<file path="src/common/ioccr_regs.svh">
// Behaviour
// - Every command gets exactly one of eight condition codes at once
// - Condition codes are 3-bit values 0 to 7 kept in level status register
// - Unit not present on the system answers code 0
// - Command needing an interrupt makes device busy until acknowledge; busy answers 1
// - After busy code a later interrupt from the same address follows
// - Recovering from reset answers 2; no interrupt when recovery ends
// - Unknown command, forbidden state or bad parameter answers 3
// - A rejected command never fetches its device control block
// - Condition needing operator action answers 4
// - Receiver seeing bus parity error answers 5
// - Controller of two or more devices answers 6 while occupied
// - Accepted command answers 7
// - Acknowledge supplies interrupt code plus ID word, info in upper byte
// - Controller end interrupts code 0, lowest group address, info zero
// - Error-free transfer of block with program-interrupt bit interrupts 1
// - Error or exception interrupts code 2 with status byte
// - Normal end without error, attention or program request interrupts 3
// - Normal end after suppressed exception sets info byte bit 7
// - External event interrupts code 4
// - Attention combines: 5 with program request, 6 exception, 7 device end
// - Exactly one interrupt code per interrupt; exception outranks program request and end
// - Lower ID byte carries interrupting device address
// - Interrupt status byte cleared once the interrupt is accepted
`ifndef IOCCR_REGS_SVH
`define IOCCR_REGS_SVH

`define IOCCR_CTRL_OFS 8'h00
`define IOCCR_BASE_OFS 8'h04
`define IOCCR_STAT_OFS 8'h08
`define IOCCR_LAST_OFS 8'h0C

`define IOCCR_CTRL_INTERV 0
`define IOCCR_CTRL_NRDY 1
`define IOCCR_CTRL_SUPP 2
`define IOCCR_CTRL_CSTEAL 3
`define IOCCR_CTRL_RST 4'h0
`define IOCCR_BASE_RST 8'h00

`define IOCCR_CMD_START 4'h1
`define IOCCR_CMD_COUNT 4'h8

`define IOCCR_CLK_MHZ 250
`define IOCCR_RECOV_NS 2000
`define IOCCR_RECOV_CYC ((`IOCCR_RECOV_NS * `IOCCR_CLK_MHZ + 999) / 1000)

`endif

</file>
<file path="src/common/ioccr_pkg.sv">
package ioccr_pkg;
   typedef logic [2:0] ioccr_cc_t;
   typedef enum logic [1:0] {ST_RECOVER, ST_READY, ST_BUSY} ioccr_state_t;
endpackage

</file>
<file path="src/core/ioccr_core.sv">
`timescale 1ns/1ps
`include "ioccr_regs.svh"
module ioccr_core #(
   parameter int NDEV = 2,
   parameter logic [3:0] CMD_COUNT = `IOCCR_CMD_COUNT,
   parameter int RECOV_CYC = `IOCCR_RECOV_CYC
) (
   // Clock and reset
   input wire logic ref_clk,
   input wire logic rst,
   // AHB-Lite slave
   input wire logic hsel,
   input wire logic [31:0] haddr,
   input wire logic [1:0] htrans,
   input wire logic hwrite,
   input wire logic [2:0] hsize,
   input wire logic [31:0] hwdata,
   input wire logic hready,
   output logic hreadyout,
   output logic hresp,
   output logic [31:0] hrdata,
   // Command from channel
   input wire logic cmdValid,
   input wire logic [7:0] cmdDevAddr,
   input wire logic [3:0] cmdCode,
   input wire logic [3:0] cmdModifier,
   input wire logic [15:0] cmdDcbAddr,
   input wire logic cmdParityErr,
   input wire logic cmdIntNeeded,
   output logic cmdAck,
   output ioccr_pkg::ioccr_cc_t cmdCc,
   output logic dcbFetch,
   output logic devBusy,
   // Controller and operation events
   input wire logic ctlOccupied,
   input wire logic pciDone,
   input wire logic [7:0] dcbId,
   input wire logic opDone,
   input wire logic opExc,
   input wire logic [7:0] excStatus,
   input wire logic suppHit,
   input wire logic attnEvt,
   input wire logic [7:0] attnInfo,
   // Interrupt presentation
   output logic intReq,
   input wire logic intAck,
   output logic intDone,
   output ioccr_pkg::ioccr_cc_t intCc,
   output logic [15:0] intId
);
   ////////////////////////////////////////////////////////////////////////////
   ioccr_pkg::ioccr_state_t state_q;
   logic [11:0] recovCnt_q;
   logic [3:0] ctrl_q;
   logic [7:0] base_q;
   logic wrPend_q;
   logic [7:0] wrAddr_q;
   logic ctlEndPend_q;
   logic attn_q;
   logic pci_q;
   logic exc_q;
   logic end_q;
   logic perm_q;
   logic suppSeen_q;
   logic [7:0] isb_q;
   logic [7:0] pciId_q;
   logic [7:0] attnInfo_q;
   ioccr_pkg::ioccr_cc_t ccNext;
   ioccr_pkg::ioccr_cc_t devCode;
   logic accept;
   logic devPend;
   logic ctlEndReady;
   logic takeDev;
   logic takeCtl;
   logic devEvt;
   logic [7:0] devInfo;
   logic rdTake;

   ////////////////////////////////////////////////////////////////////////////
   // Register bus decode helpers
   function automatic logic [31:0] regRead(input logic [7:0] a);
      logic [31:0] v;
      v = 32'h0000_0000;
      if (a == `IOCCR_CTRL_OFS) begin
         v = {28'h0000000, ctrl_q};
      end else if (a == `IOCCR_BASE_OFS) begin
         v = {24'h000000, base_q};
      end else if (a == `IOCCR_STAT_OFS) begin
         v = {24'h000000, isb_q} << 8;
         v[0] = (state_q == ioccr_pkg::ST_RECOVER);
         v[1] = (state_q == ioccr_pkg::ST_BUSY);
         v[2] = ctlEndPend_q;
         v[3] = intReq;
         v[4] = attn_q;
         v[5] = pci_q;
         v[6] = exc_q;
         v[7] = end_q;
         v[16] = suppSeen_q;
      end else if (a == `IOCCR_LAST_OFS) begin
         v = {intId, 5'h00, intCc, 5'h00, cmdCc};
      end
      return v;
   endfunction

   // Function and modifier pairing: only the start command takes a modifier
   function automatic logic legalPair(input logic [3:0] c, input logic [3:0] m);
      return (m == 4'h0) || (c == `IOCCR_CMD_START);
   endfunction

   ////////////////////////////////////////////////////////////////////////////
   // AHB-Lite slave, zero wait, always OKAY
   assign hreadyout = 1'b1;
   assign hresp = 1'b0;
   assign rdTake = hsel && hready && htrans[1] && !hwrite;

   always_ff @(posedge ref_clk) begin
      if (rst) begin
         wrPend_q <= 1'b0;
         wrAddr_q <= 8'h00;
      end else begin
         wrPend_q <= hsel && hready && htrans[1] && hwrite;
         wrAddr_q <= haddr[7:0];
      end
   end

   always_ff @(posedge ref_clk) begin
      if (rst) begin
         hrdata <= 32'h0000_0000;
      end else if (rdTake) begin
         hrdata <= (haddr[31:8] == 24'h000000) ? regRead(haddr[7:0]) : 32'h0000_0000;
      end
   end

   always_ff @(posedge ref_clk) begin
      if (rst) begin
         ctrl_q <= `IOCCR_CTRL_RST;
         base_q <= `IOCCR_BASE_RST;
      end else if (wrPend_q) begin
         if (wrAddr_q == `IOCCR_CTRL_OFS) begin
            ctrl_q <= hwdata[3:0];
         end else if (wrAddr_q == `IOCCR_BASE_OFS) begin
            base_q <= hwdata[7:0];
         end
      end
   end

   ////////////////////////////////////////////////////////////////////////////
   // Immediate condition code, one value per command
   always_comb begin
      logic [7:0] ofs;
      ofs = cmdDevAddr - base_q;
      if (32'(ofs) >= NDEV) begin
         ccNext = 3'h0;
      end else if (NDEV >= 2 && ctlOccupied) begin
         ccNext = 3'h6;
      end else if (ofs != 8'h00) begin
         ccNext = 3'h0;
      end else if (state_q == ioccr_pkg::ST_RECOVER) begin
         ccNext = 3'h2;
      end else if (state_q == ioccr_pkg::ST_BUSY) begin
         ccNext = 3'h1;
      end else if (ctrl_q[`IOCCR_CTRL_INTERV]) begin
         ccNext = 3'h4;
      end else if (cmdParityErr) begin
         ccNext = 3'h5;
      end else if (cmdCode >= CMD_COUNT || ctrl_q[`IOCCR_CTRL_NRDY] ||
                   cmdDcbAddr[0] || !legalPair(cmdCode, cmdModifier)) begin
         ccNext = 3'h3;
      end else begin
         ccNext = 3'h7;
      end
   end

   assign accept = cmdValid && (ccNext == 3'h7);

   // Code and acknowledge leave together from flops
   // Bit 2 feeds even, bit 0 overflow of the status register
   always_ff @(posedge ref_clk) begin
      if (rst) begin
         cmdAck <= 1'b0;
         cmdCc <= 3'h0;
      end else begin
         cmdAck <= cmdValid;
         if (cmdValid) begin
            cmdCc <= ccNext;
         end
      end
   end

   // Fetch only after acceptance, never on reject
   always_ff @(posedge ref_clk) begin
      if (rst) begin
         dcbFetch <= 1'b0;
      end else begin
         dcbFetch <= accept && ctrl_q[`IOCCR_CTRL_CSTEAL] && (cmdCode == `IOCCR_CMD_START);
      end
   end

   ////////////////////////////////////////////////////////////////////////////
   // Reset recovery and busy tracking
   always_ff @(posedge ref_clk) begin
      if (rst) begin
         recovCnt_q <= 12'(RECOV_CYC);
      end else if (recovCnt_q != 12'h000) begin
         recovCnt_q <= recovCnt_q - 12'h001;
      end
   end

   always_ff @(posedge ref_clk) begin
      if (rst) begin
         state_q <= ioccr_pkg::ST_RECOVER;
      end else begin
         case (state_q)
            ioccr_pkg::ST_RECOVER: begin
               // Leaves silently, no interrupt is queued
               if (recovCnt_q == 12'h000) begin
                  state_q <= ioccr_pkg::ST_READY;
               end
            end
            ioccr_pkg::ST_READY: begin
               if (accept && cmdIntNeeded) begin
                  state_q <= ioccr_pkg::ST_BUSY;
               end
            end
            ioccr_pkg::ST_BUSY: begin
               if (takeDev) begin
                  state_q <= ioccr_pkg::ST_READY;
               end
            end
            default: begin
               state_q <= ioccr_pkg::ST_READY;
            end
         endcase
      end
   end

   assign devBusy = (state_q == ioccr_pkg::ST_BUSY);

   ////////////////////////////////////////////////////////////////////////////
   // Controller end after a busy answer; set wins over clear
   always_ff @(posedge ref_clk) begin
      if (rst) begin
         ctlEndPend_q <= 1'b0;
      end else if (cmdValid && ccNext == 3'h6) begin
         ctlEndPend_q <= 1'b1;
      end else if (takeCtl) begin
         ctlEndPend_q <= 1'b0;
      end
   end

   assign ctlEndReady = ctlEndPend_q && !ctlOccupied;

   ////////////////////////////////////////////////////////////////////////////
   // Sticky interrupt conditions; a new event in the ack cycle survives
   assign devEvt = opDone || opExc;

   always_ff @(posedge ref_clk) begin
      if (rst) begin
         attn_q <= 1'b0;
         attnInfo_q <= 8'h00;
      end else if (attnEvt) begin
         attn_q <= 1'b1;
         attnInfo_q <= attnInfo;
      end else if (takeDev) begin
         attn_q <= 1'b0;
      end
   end

   // Pending program request is dropped when a newer end arrives
   always_ff @(posedge ref_clk) begin
      if (rst) begin
         pci_q <= 1'b0;
         pciId_q <= 8'h00;
      end else if (pciDone) begin
         pci_q <= 1'b1;
         pciId_q <= dcbId;
      end else if (devEvt || takeDev) begin
         pci_q <= 1'b0;
      end
   end

   always_ff @(posedge ref_clk) begin
      if (rst) begin
         exc_q <= 1'b0;
         isb_q <= 8'h00;
      end else if (opExc) begin
         exc_q <= 1'b1;
         isb_q <= excStatus;
      end else if (takeDev) begin
         exc_q <= 1'b0;
         isb_q <= 8'h00;
      end
   end

   // Normal end; permissive when a suppressed exception was seen
   always_ff @(posedge ref_clk) begin
      if (rst) begin
         end_q <= 1'b0;
         perm_q <= 1'b0;
      end else if (opDone && !opExc) begin
         end_q <= 1'b1;
         perm_q <= ctrl_q[`IOCCR_CTRL_SUPP] && (suppSeen_q || suppHit);
      end else if (takeDev) begin
         end_q <= 1'b0;
         perm_q <= 1'b0;
      end
   end

   // Suppression history restarts at each accepted start command
   always_ff @(posedge ref_clk) begin
      if (rst) begin
         suppSeen_q <= 1'b0;
      end else if (suppHit) begin
         suppSeen_q <= 1'b1;
      end else if (accept && cmdCode == `IOCCR_CMD_START) begin
         suppSeen_q <= 1'b0;
      end
   end

   ////////////////////////////////////////////////////////////////////////////
   // Presentation: one code per acknowledge
   ioccr_icc_encode u_enc (
      .attention(attn_q),
      .pci(pci_q && !exc_q),
      .exception(exc_q),
      .devEnd(end_q),
      .code(devCode)
   );

   assign devPend = attn_q || pci_q || exc_q || end_q;
   // Controller busy answer 6 always leads to a later controller end interrupt
   assign intReq = devPend || ctlEndReady;
   assign takeDev = intAck && devPend;
   assign takeCtl = intAck && !devPend && ctlEndReady;

   always_comb begin
      if (exc_q) begin
         devInfo = isb_q;
      end else if (pci_q) begin
         devInfo = pciId_q;
      end else if (end_q) begin
         devInfo = {perm_q, 7'h00};
      end else begin
         devInfo = attnInfo_q;
      end
   end

   // Info in upper byte, device address in lower byte
   always_ff @(posedge ref_clk) begin
      if (rst) begin
         intDone <= 1'b0;
         intCc <= 3'h0;
         intId <= 16'h0000;
      end else begin
         intDone <= takeDev || takeCtl;
         if (takeDev) begin
            intCc <= devCode;
            intId <= {devInfo, base_q};
         end else if (takeCtl) begin
            intCc <= 3'h0;
            intId <= {8'h00, base_q};
         end
      end
   end
endmodule // ioccr_core

</file>
<file path="src/core/ioccr_icc_encode.sv">
`timescale 1ns/1ps
module ioccr_icc_encode (
   // Pending conditions
   input wire logic attention,
   input wire logic pci,
   input wire logic exception,
   input wire logic devEnd,
   // Single code
   output ioccr_pkg::ioccr_cc_t code
);
   logic [1:0] low;

   // Exception outranks program request and end, so one code results
   always_comb begin
      if (exception) begin
         low = 2'h2;
      end else if (pci) begin
         low = 2'h1;
      end else if (devEnd) begin
         low = 2'h3;
      end else begin
         low = 2'h0;
      end
   end

   assign code = {attention, low};
endmodule // ioccr_icc_encode

</file>
<file path="config.mk">
export PLATFORM = sky130hd
export DESIGN_NAME = ioccr_core
export DESIGN_NICKNAME = d
export VERILOG_FILES = /design/src/common/ioccr_pkg.sv /design/src/core/ioccr_core.sv /design/src/core/ioccr_icc_encode.sv
export VERILOG_INCLUDE_DIRS = /design/src /design/src/common
export SDC_FILE = /design/constraint.sdc
export NUM_CORES = 1
export LEC_CHECK = 0
export BUFFER_PORTS_ARGS = -buffer_cell sky130_fd_sc_hd__buf_2
export CAP_MARGIN = 20
export CORE_MARGIN = 1
export CORE_UTILIZATION = 40
export CTS_BUF_LIST = sky130_fd_sc_hd__clkbuf_8
export DETAILED_ROUTE_END_ITERATION = 12
export PLACE_DENSITY = 0.67
export REMOVE_ABC_BUFFERS = 1
export SLEW_MARGIN = 20
export SYNTH_ARGS = -nofsm -noshare
export SYNTH_HDL_FRONTEND = slang
export SYNTH_SLANG_ARGS = --single-unit
</file>
<file path="constraint.sdc">
create_clock -name ref_clk -period 2.9 [get_ports ref_clk]
set_input_delay 0.145 -clock ref_clk [delete_from_list [all_inputs] [get_ports ref_clk]]
set_output_delay 0.145 -clock ref_clk [all_outputs]
set_load 0.03 [all_outputs]
</file>
# Yosys cells after proc, flatten, opt, wreduce, memory -nomap -nowiden
# Index checks and enable logic that the tools add are counted.
word_totals:
  ff_bits: 123
  input_bits: 140
  out_inout_bits: 61
  word_cells: 133
classes:
  addsub: 2
  magnitude_cmp: 2
  n_eq_ne: 12
  n_mux: 40
  bitwise_logic: 1
  n_reduce_logical: 53
op_table:
  columns: ["operator", "n"]
  rows:
  - ["2-to-1 mux 32 bit", 5]
  - ["2-to-1 mux 8 bit", 5]
  - ["2-to-1 mux 16 bit", 2]
  - ["2-to-1 mux 3 bit", 10]
  - ["logical NOT 24 bit", 1]
  - ["logical AND 1 bit", 17]
  - ["equality test 8 x 3 -> 1 bit, second input constant", 2]
  - ["equality test 8 x 4 -> 1 bit, second input constant", 2]
  - ["logical NOT 8 bit", 2]
  - ["nonzero test 2 bit", 7]
  - ["logical NOT 12 bit", 1]
  - ["logical OR 1 bit", 12]
  - ["2-to-1 mux 2 bit", 6]
  - ["nonzero test 12 bit", 1]
  - ["subtractor 12 x 1 -> 12 bit, second input constant", 1]
  - ["2-to-1 mux 1 bit", 11]
  - ["greater-or-equal comparator 8 x 2 -> 1 bit, second input constant", 1]
  - ["nonzero test 8 bit", 1]
  - ["subtractor 8 bit", 1]
  - ["equality test 3 bit, second input constant", 2]
  - ["logical NOT 1 bit", 6]
  - ["case mux 2 bit (3 select lines)", 1]
  - ["AND reduction 3 bit", 2]
  - ["equality test 4 x 1 -> 1 bit, second input constant", 1]
  - ["other kinds (9)", 10]

# Logic depth before layout (Yosys ltp)
depth:
  depth_word: 17
  depth_mapped: 10
  depth_no_buf: 10

# By module
# Synthesis repeated with hierarchy kept, for this count alone.
unflattened:
  hier_cells: 601
  area_unflattened_um2: 5333.9
modules_own_cells:
  columns: ["mod", "n_inst", "cells_per_inst", "area_per_inst_um2", "seq_area_each_um2"]
  rows:
  - ["ioccr_core", 1, 596, 5307.6, 2462.4]
  - ["ioccr_icc_encode", 1, 5, 26.3, 0.0]

# Least setup slack after synthesis
# No wires, ideal clock.
synth_timing:
  kind: "register to register"
  start: "register base_q[0]"
  end: "register state_q[0]"
  setup_ps: 129
  arrival_ps: 1962
  t_required_ps: 2771
  path_slack_ps: 809
  stages_incl_launch_ff: 10
  n_path_buf: 0
  period_less_slack_ps: 2091
  cell_sequence: "dfxtp_1 > ha_1 > inv_1 > fa_1 > a21o_1 > a21oi_1 > mux2i_1 > o2111a_1 > nand3_1 > nor3b_2"
synth_via:
  elab_chain_cells: 10
  word_cells_on_any_way: 11
  classes_between: "add/sub: 1; order compare: 1; eq/ne: 2; mux: 3; reduce/logical: 4"
synth_lines:
  columns: ["element", "line", "rtl"]
  rows:
  - ["start, declared", "ioccr_core.sv:55", "logic [7:0] base_q;"]
  - ["start signal, assigned", "ioccr_core.sv:137", "base_q <= `IOCCR_BASE_RST;"]
  - ["start signal, assigned", "ioccr_core.sv:142", "base_q <= hwdata[7:0];"]
  - ["subtractor 8 bit *", "ioccr_core.sv:151", "ofs = cmdDevAddr - base_q;"]
  - ["parallel branches: the longest is 3 deep, another holds greater-or-equal comparator 8 x 2 -> 1 bit", null, null]
  - ["2-to-1 mux 3 bit *", "ioccr_core.sv:152", "if (32'(ofs) >= NDEV) begin"]
  - ["equality test 3 bit *", "ioccr_core.sv:174", "assign accept = cmdValid && (ccNext == 3'h7);"]
  - ["logical AND 1 bit *", "ioccr_core.sv:174", null]
  - ["logical AND 1 bit *", "ioccr_core.sv:221", "if (accept && cmdIntNeeded) begin"]
  - ["inequality test 2 bit (no line) *", null, null]
  - ["AND reduction 3 bit (no line) *", null, null]
  - ["end signal, assigned", "ioccr_core.sv:222", "state_q <= ioccr_pkg::ST_BUSY;"]
  - ["end signal, assigned", "ioccr_core.sv:227", "state_q <= ioccr_pkg::ST_READY;"]
  - ["end signal, assigned", "ioccr_core.sv:231", "state_q <= ioccr_pkg::ST_READY;"]
  - ["end, declared", "ioccr_core.sv:52", "ioccr_pkg::ioccr_state_t state_q;"]
# Every way passes the cells marked *.
# A chain may end at the register's enable or synchronous reset.

# Worst setup path after layout
# Ends and elaborated chain as after synthesis.

==> flow_summary.yaml <==
clocking:
  cts_setup_buffers: 0
  path_clk_slew_ps: 70
  htreeDepth: 4
  root_buffer: "clkbuf_8"
  clk_latency_ps: 440
  cts_tree: "yes"
  cts_sinks: 123
  cts_resized: 0
  cts_buffers: 17
  cts_buffer_depth: 2
detailed_routing:
  drt-total-wl_um: 15900
  drt_iter0_markers: 349
  drcViolationCount: 0
  final_antenna_net_count: 0
  wl_per_cell_um: 16.0
  via_count: 5208
  drt_first_pass_iters: 5
  post_drt_via_cell_ratio: 5.25
critical_path:
  cp.required_ps: 3200
  crit_path_max_fanout: 7
  critPathLaunchType: "register"
  arrival_ps: 2730
  crit_type: "reg2reg"
  endpoint_kind: "register"
floorplanning:
  coreArea_sq_um: 13200
  die_y_um: 118
  die_area_sq_um: 14000
  start_util: 0.409
  die_w_um: 118
  row_count: 42
  ioPinCount: 201
layout:
  layout-drive-gt1-share: 0.251
  final_nets: 957
  syn2layout_area_growth_pct: 30.7
  fill_cells: 1255
  post-route-util: 0.535
  antenna_cells: 0
  postLayoutCellArea_sq_um: 7080
logic_synthesis:
  synth_ff_type: "dfxtp_1"
  syn_area_per_cell_sq_um: 8.76
  synth_cells: 619
  ys_types: 64
  yosys.area.top_type: "dfxtp_1"
  seq_area_frac_synth: 0.454
  yosys_warnings: 0
  synth.top_cells.by_area: "dfxtp_1 45%, nor2_1 7.9%, mux2i_1 6.6%, a22oi_1 5.8%, a21oi_1 3.7%"
  ys_ff_latch: 123
  synth_area_sq_um: 5420
  synth.top_cell.area_share: 0.454
  async_reset_ff_frac: 0
  synth_edf_count: 0
sta:
  finalMaxSlewViolations: 0
  max_freq_ghz: 0.411
  min_period_ps: 2430
  rsz0062_at_grt: "no"
  fin_skew_ps: 10.8
  fin_ws_ps: 469
  setup_violations: 0
  hold_viol_final: 0
  tightest_slew_ps: 683
  slew_headroom: 0.543
  fin_crit_sh: 0.838
  final.setup.tns_ps: 0
pwr:
  p_leak_nw: 3.07
  vdd_drop_max_uv: 244
  p_per_area_nw_per_um2: 493
grt:
  grt_pass1_vias: 5143
  track_usage: 0.233
  antenna_found_initial: 0
  grt_overflow: 0
  grt_max_degree: 63
  grt_pass1_wl_um: 25500
placed_design:
  dp_hpwl_um: 10900
  io_buffer_count: 155
  dp_slack_ps: 499
  gp_congestion: 0.855
  placed_area_sq_um: 6330
job:
  maxCapViolations: 0
status:
  outcome: "finished, final reports clean"
hold_path:
  hp-class: "in2reg"
[cell families (layout without fill, tap and decap cells)]
logic type	Yosys count	count (layout)	synth area share
simple gates	247	247	0.225
compound gates	136	136	0.167
flops	123	123	0.454
buf+inv	55	252	0.0432
mux	37	37	0.0706
fa+ha+maj	10	10	0.0245
xor+xnor	9	9	0.0145
other cells	2	2	0.00139
[metal layers]
| layer | GRT usage | vias up | share of wire |
|---|---|---|---|
| li1 | - | 2542 | - |
| met1 | 0.263 | 2448 | 0.42 |
| met5 | 0 | - | 0 |
| met4 | 0.105 | 0 | 0.024 |
| met2 | 0.411 | 187 | 0.50 |
| met3 | 0.0613 | 31 | 0.065 |
[power by group]
part / total (mW) / switching (mW) / internal [mW]
sequential: 1.77 / 0.0309 / 1.74
clock: 1.31 / 0.654 / 0.658
combinational: 0.417 / 0.234 / 0.182
total: 3.49 / 0.919 / 2.58
[registers in the layout, summed over array words and instances (netlist names), 2 cells and up]
name,flops
attnInfo_q,8
intCc,3
intId,16
ctrl_q,4
wrAddr_q,8
pciId_q,8
state_q,2
base_q,8
hrdata,32
isb_q,8
cmdCc,3
recovCnt_q,12
[cell usage after synthesis (4+ instances only)]
cell type,instances
ha_1,9
nor3b_1,6
inv_1,19
buf_2,4
nor2_1,114
o21ai_0,19
nor2b_1,18
xor2_1,4
a31oi_1,4
xnor2_1,5
a22oi_1,42
nor4_1,9
a21oi_1,40
clkbuf_1,25
dfxtp_1,123
nand2b_1,8
mux2i_1,36
nor3_1,6
nand2_1,41
nand4_1,5
a2bb2oi_1,8
nand3_1,14
[metrics by stage]
stage	instances	hold WS [ps]	total power, mW
detailed placement	922	383	2.17
floorplan	583	214	1.98
finish	992	32.4	3.49
CTS	992	3.08	3.51
global placement	922	374	2.16
global route	992	31.6	3.64
[final timing paths]
kind	start	end	slack (ps)	depth (start not counted)
worst max-delay path	base_q[0]	state_q[0]	470	9
worst max register to register	base_q[0]	state_q[0]	470	9
worst min-delay path	opDone	end_q	30	3
worst min register to register	hrdata[0]	hrdata[0]	470	2
[cell type report]
cell class / count / area, sq um / share of cell area
clock buffer: 21 / 289 / 0.0408
clock inverter: 7 / 46.3 / 0.00653
inverter: 19 / 71.3 / 0.0101
multi-input combinational: 441 / 2720 / 0.384
sequential: 123 / 2460 / 0.348
tap: 176 / 220 / 0.0311
timing repair buffer: 205 / 1270 / 0.179
[layout by cell type, fill, tap and decap left out, types with 18 or more instances in the layout]
master	Yosys	layout
o21ai_0	19	19
dlygate4sd3_1	0	42
mux2i_1	36	36
nor2_1	114	114
inv_1	19	20
a22oi_1	42	42
buf_2	4	154
clkbuf_8	0	21
nor2b_1	18	18
dfxtp_1	123	123
a21oi_1	40	40
nand2_1	41	41
[critical path, cell delays in order (launching register included)]
cell and delay [ps]:
dfxtp_1 420, ha_1 170, inv_1 50, fa_1 390, a21o_1 170, a21oi_1 170, mux2i_1 210, o2111a_1 360
nand3_1 150, nor3b_2 200
[timing repair]
| item | 4_1_cts | 5_1_grt |
|---|---|---|
| endpoints found under the setup margin | 0 | 0 |
| endpoints found under the hold margin | 44 | 0 |
| hold buffers | 42 | 0 |
Note: power is estimated with default switching activity, not from simulation.
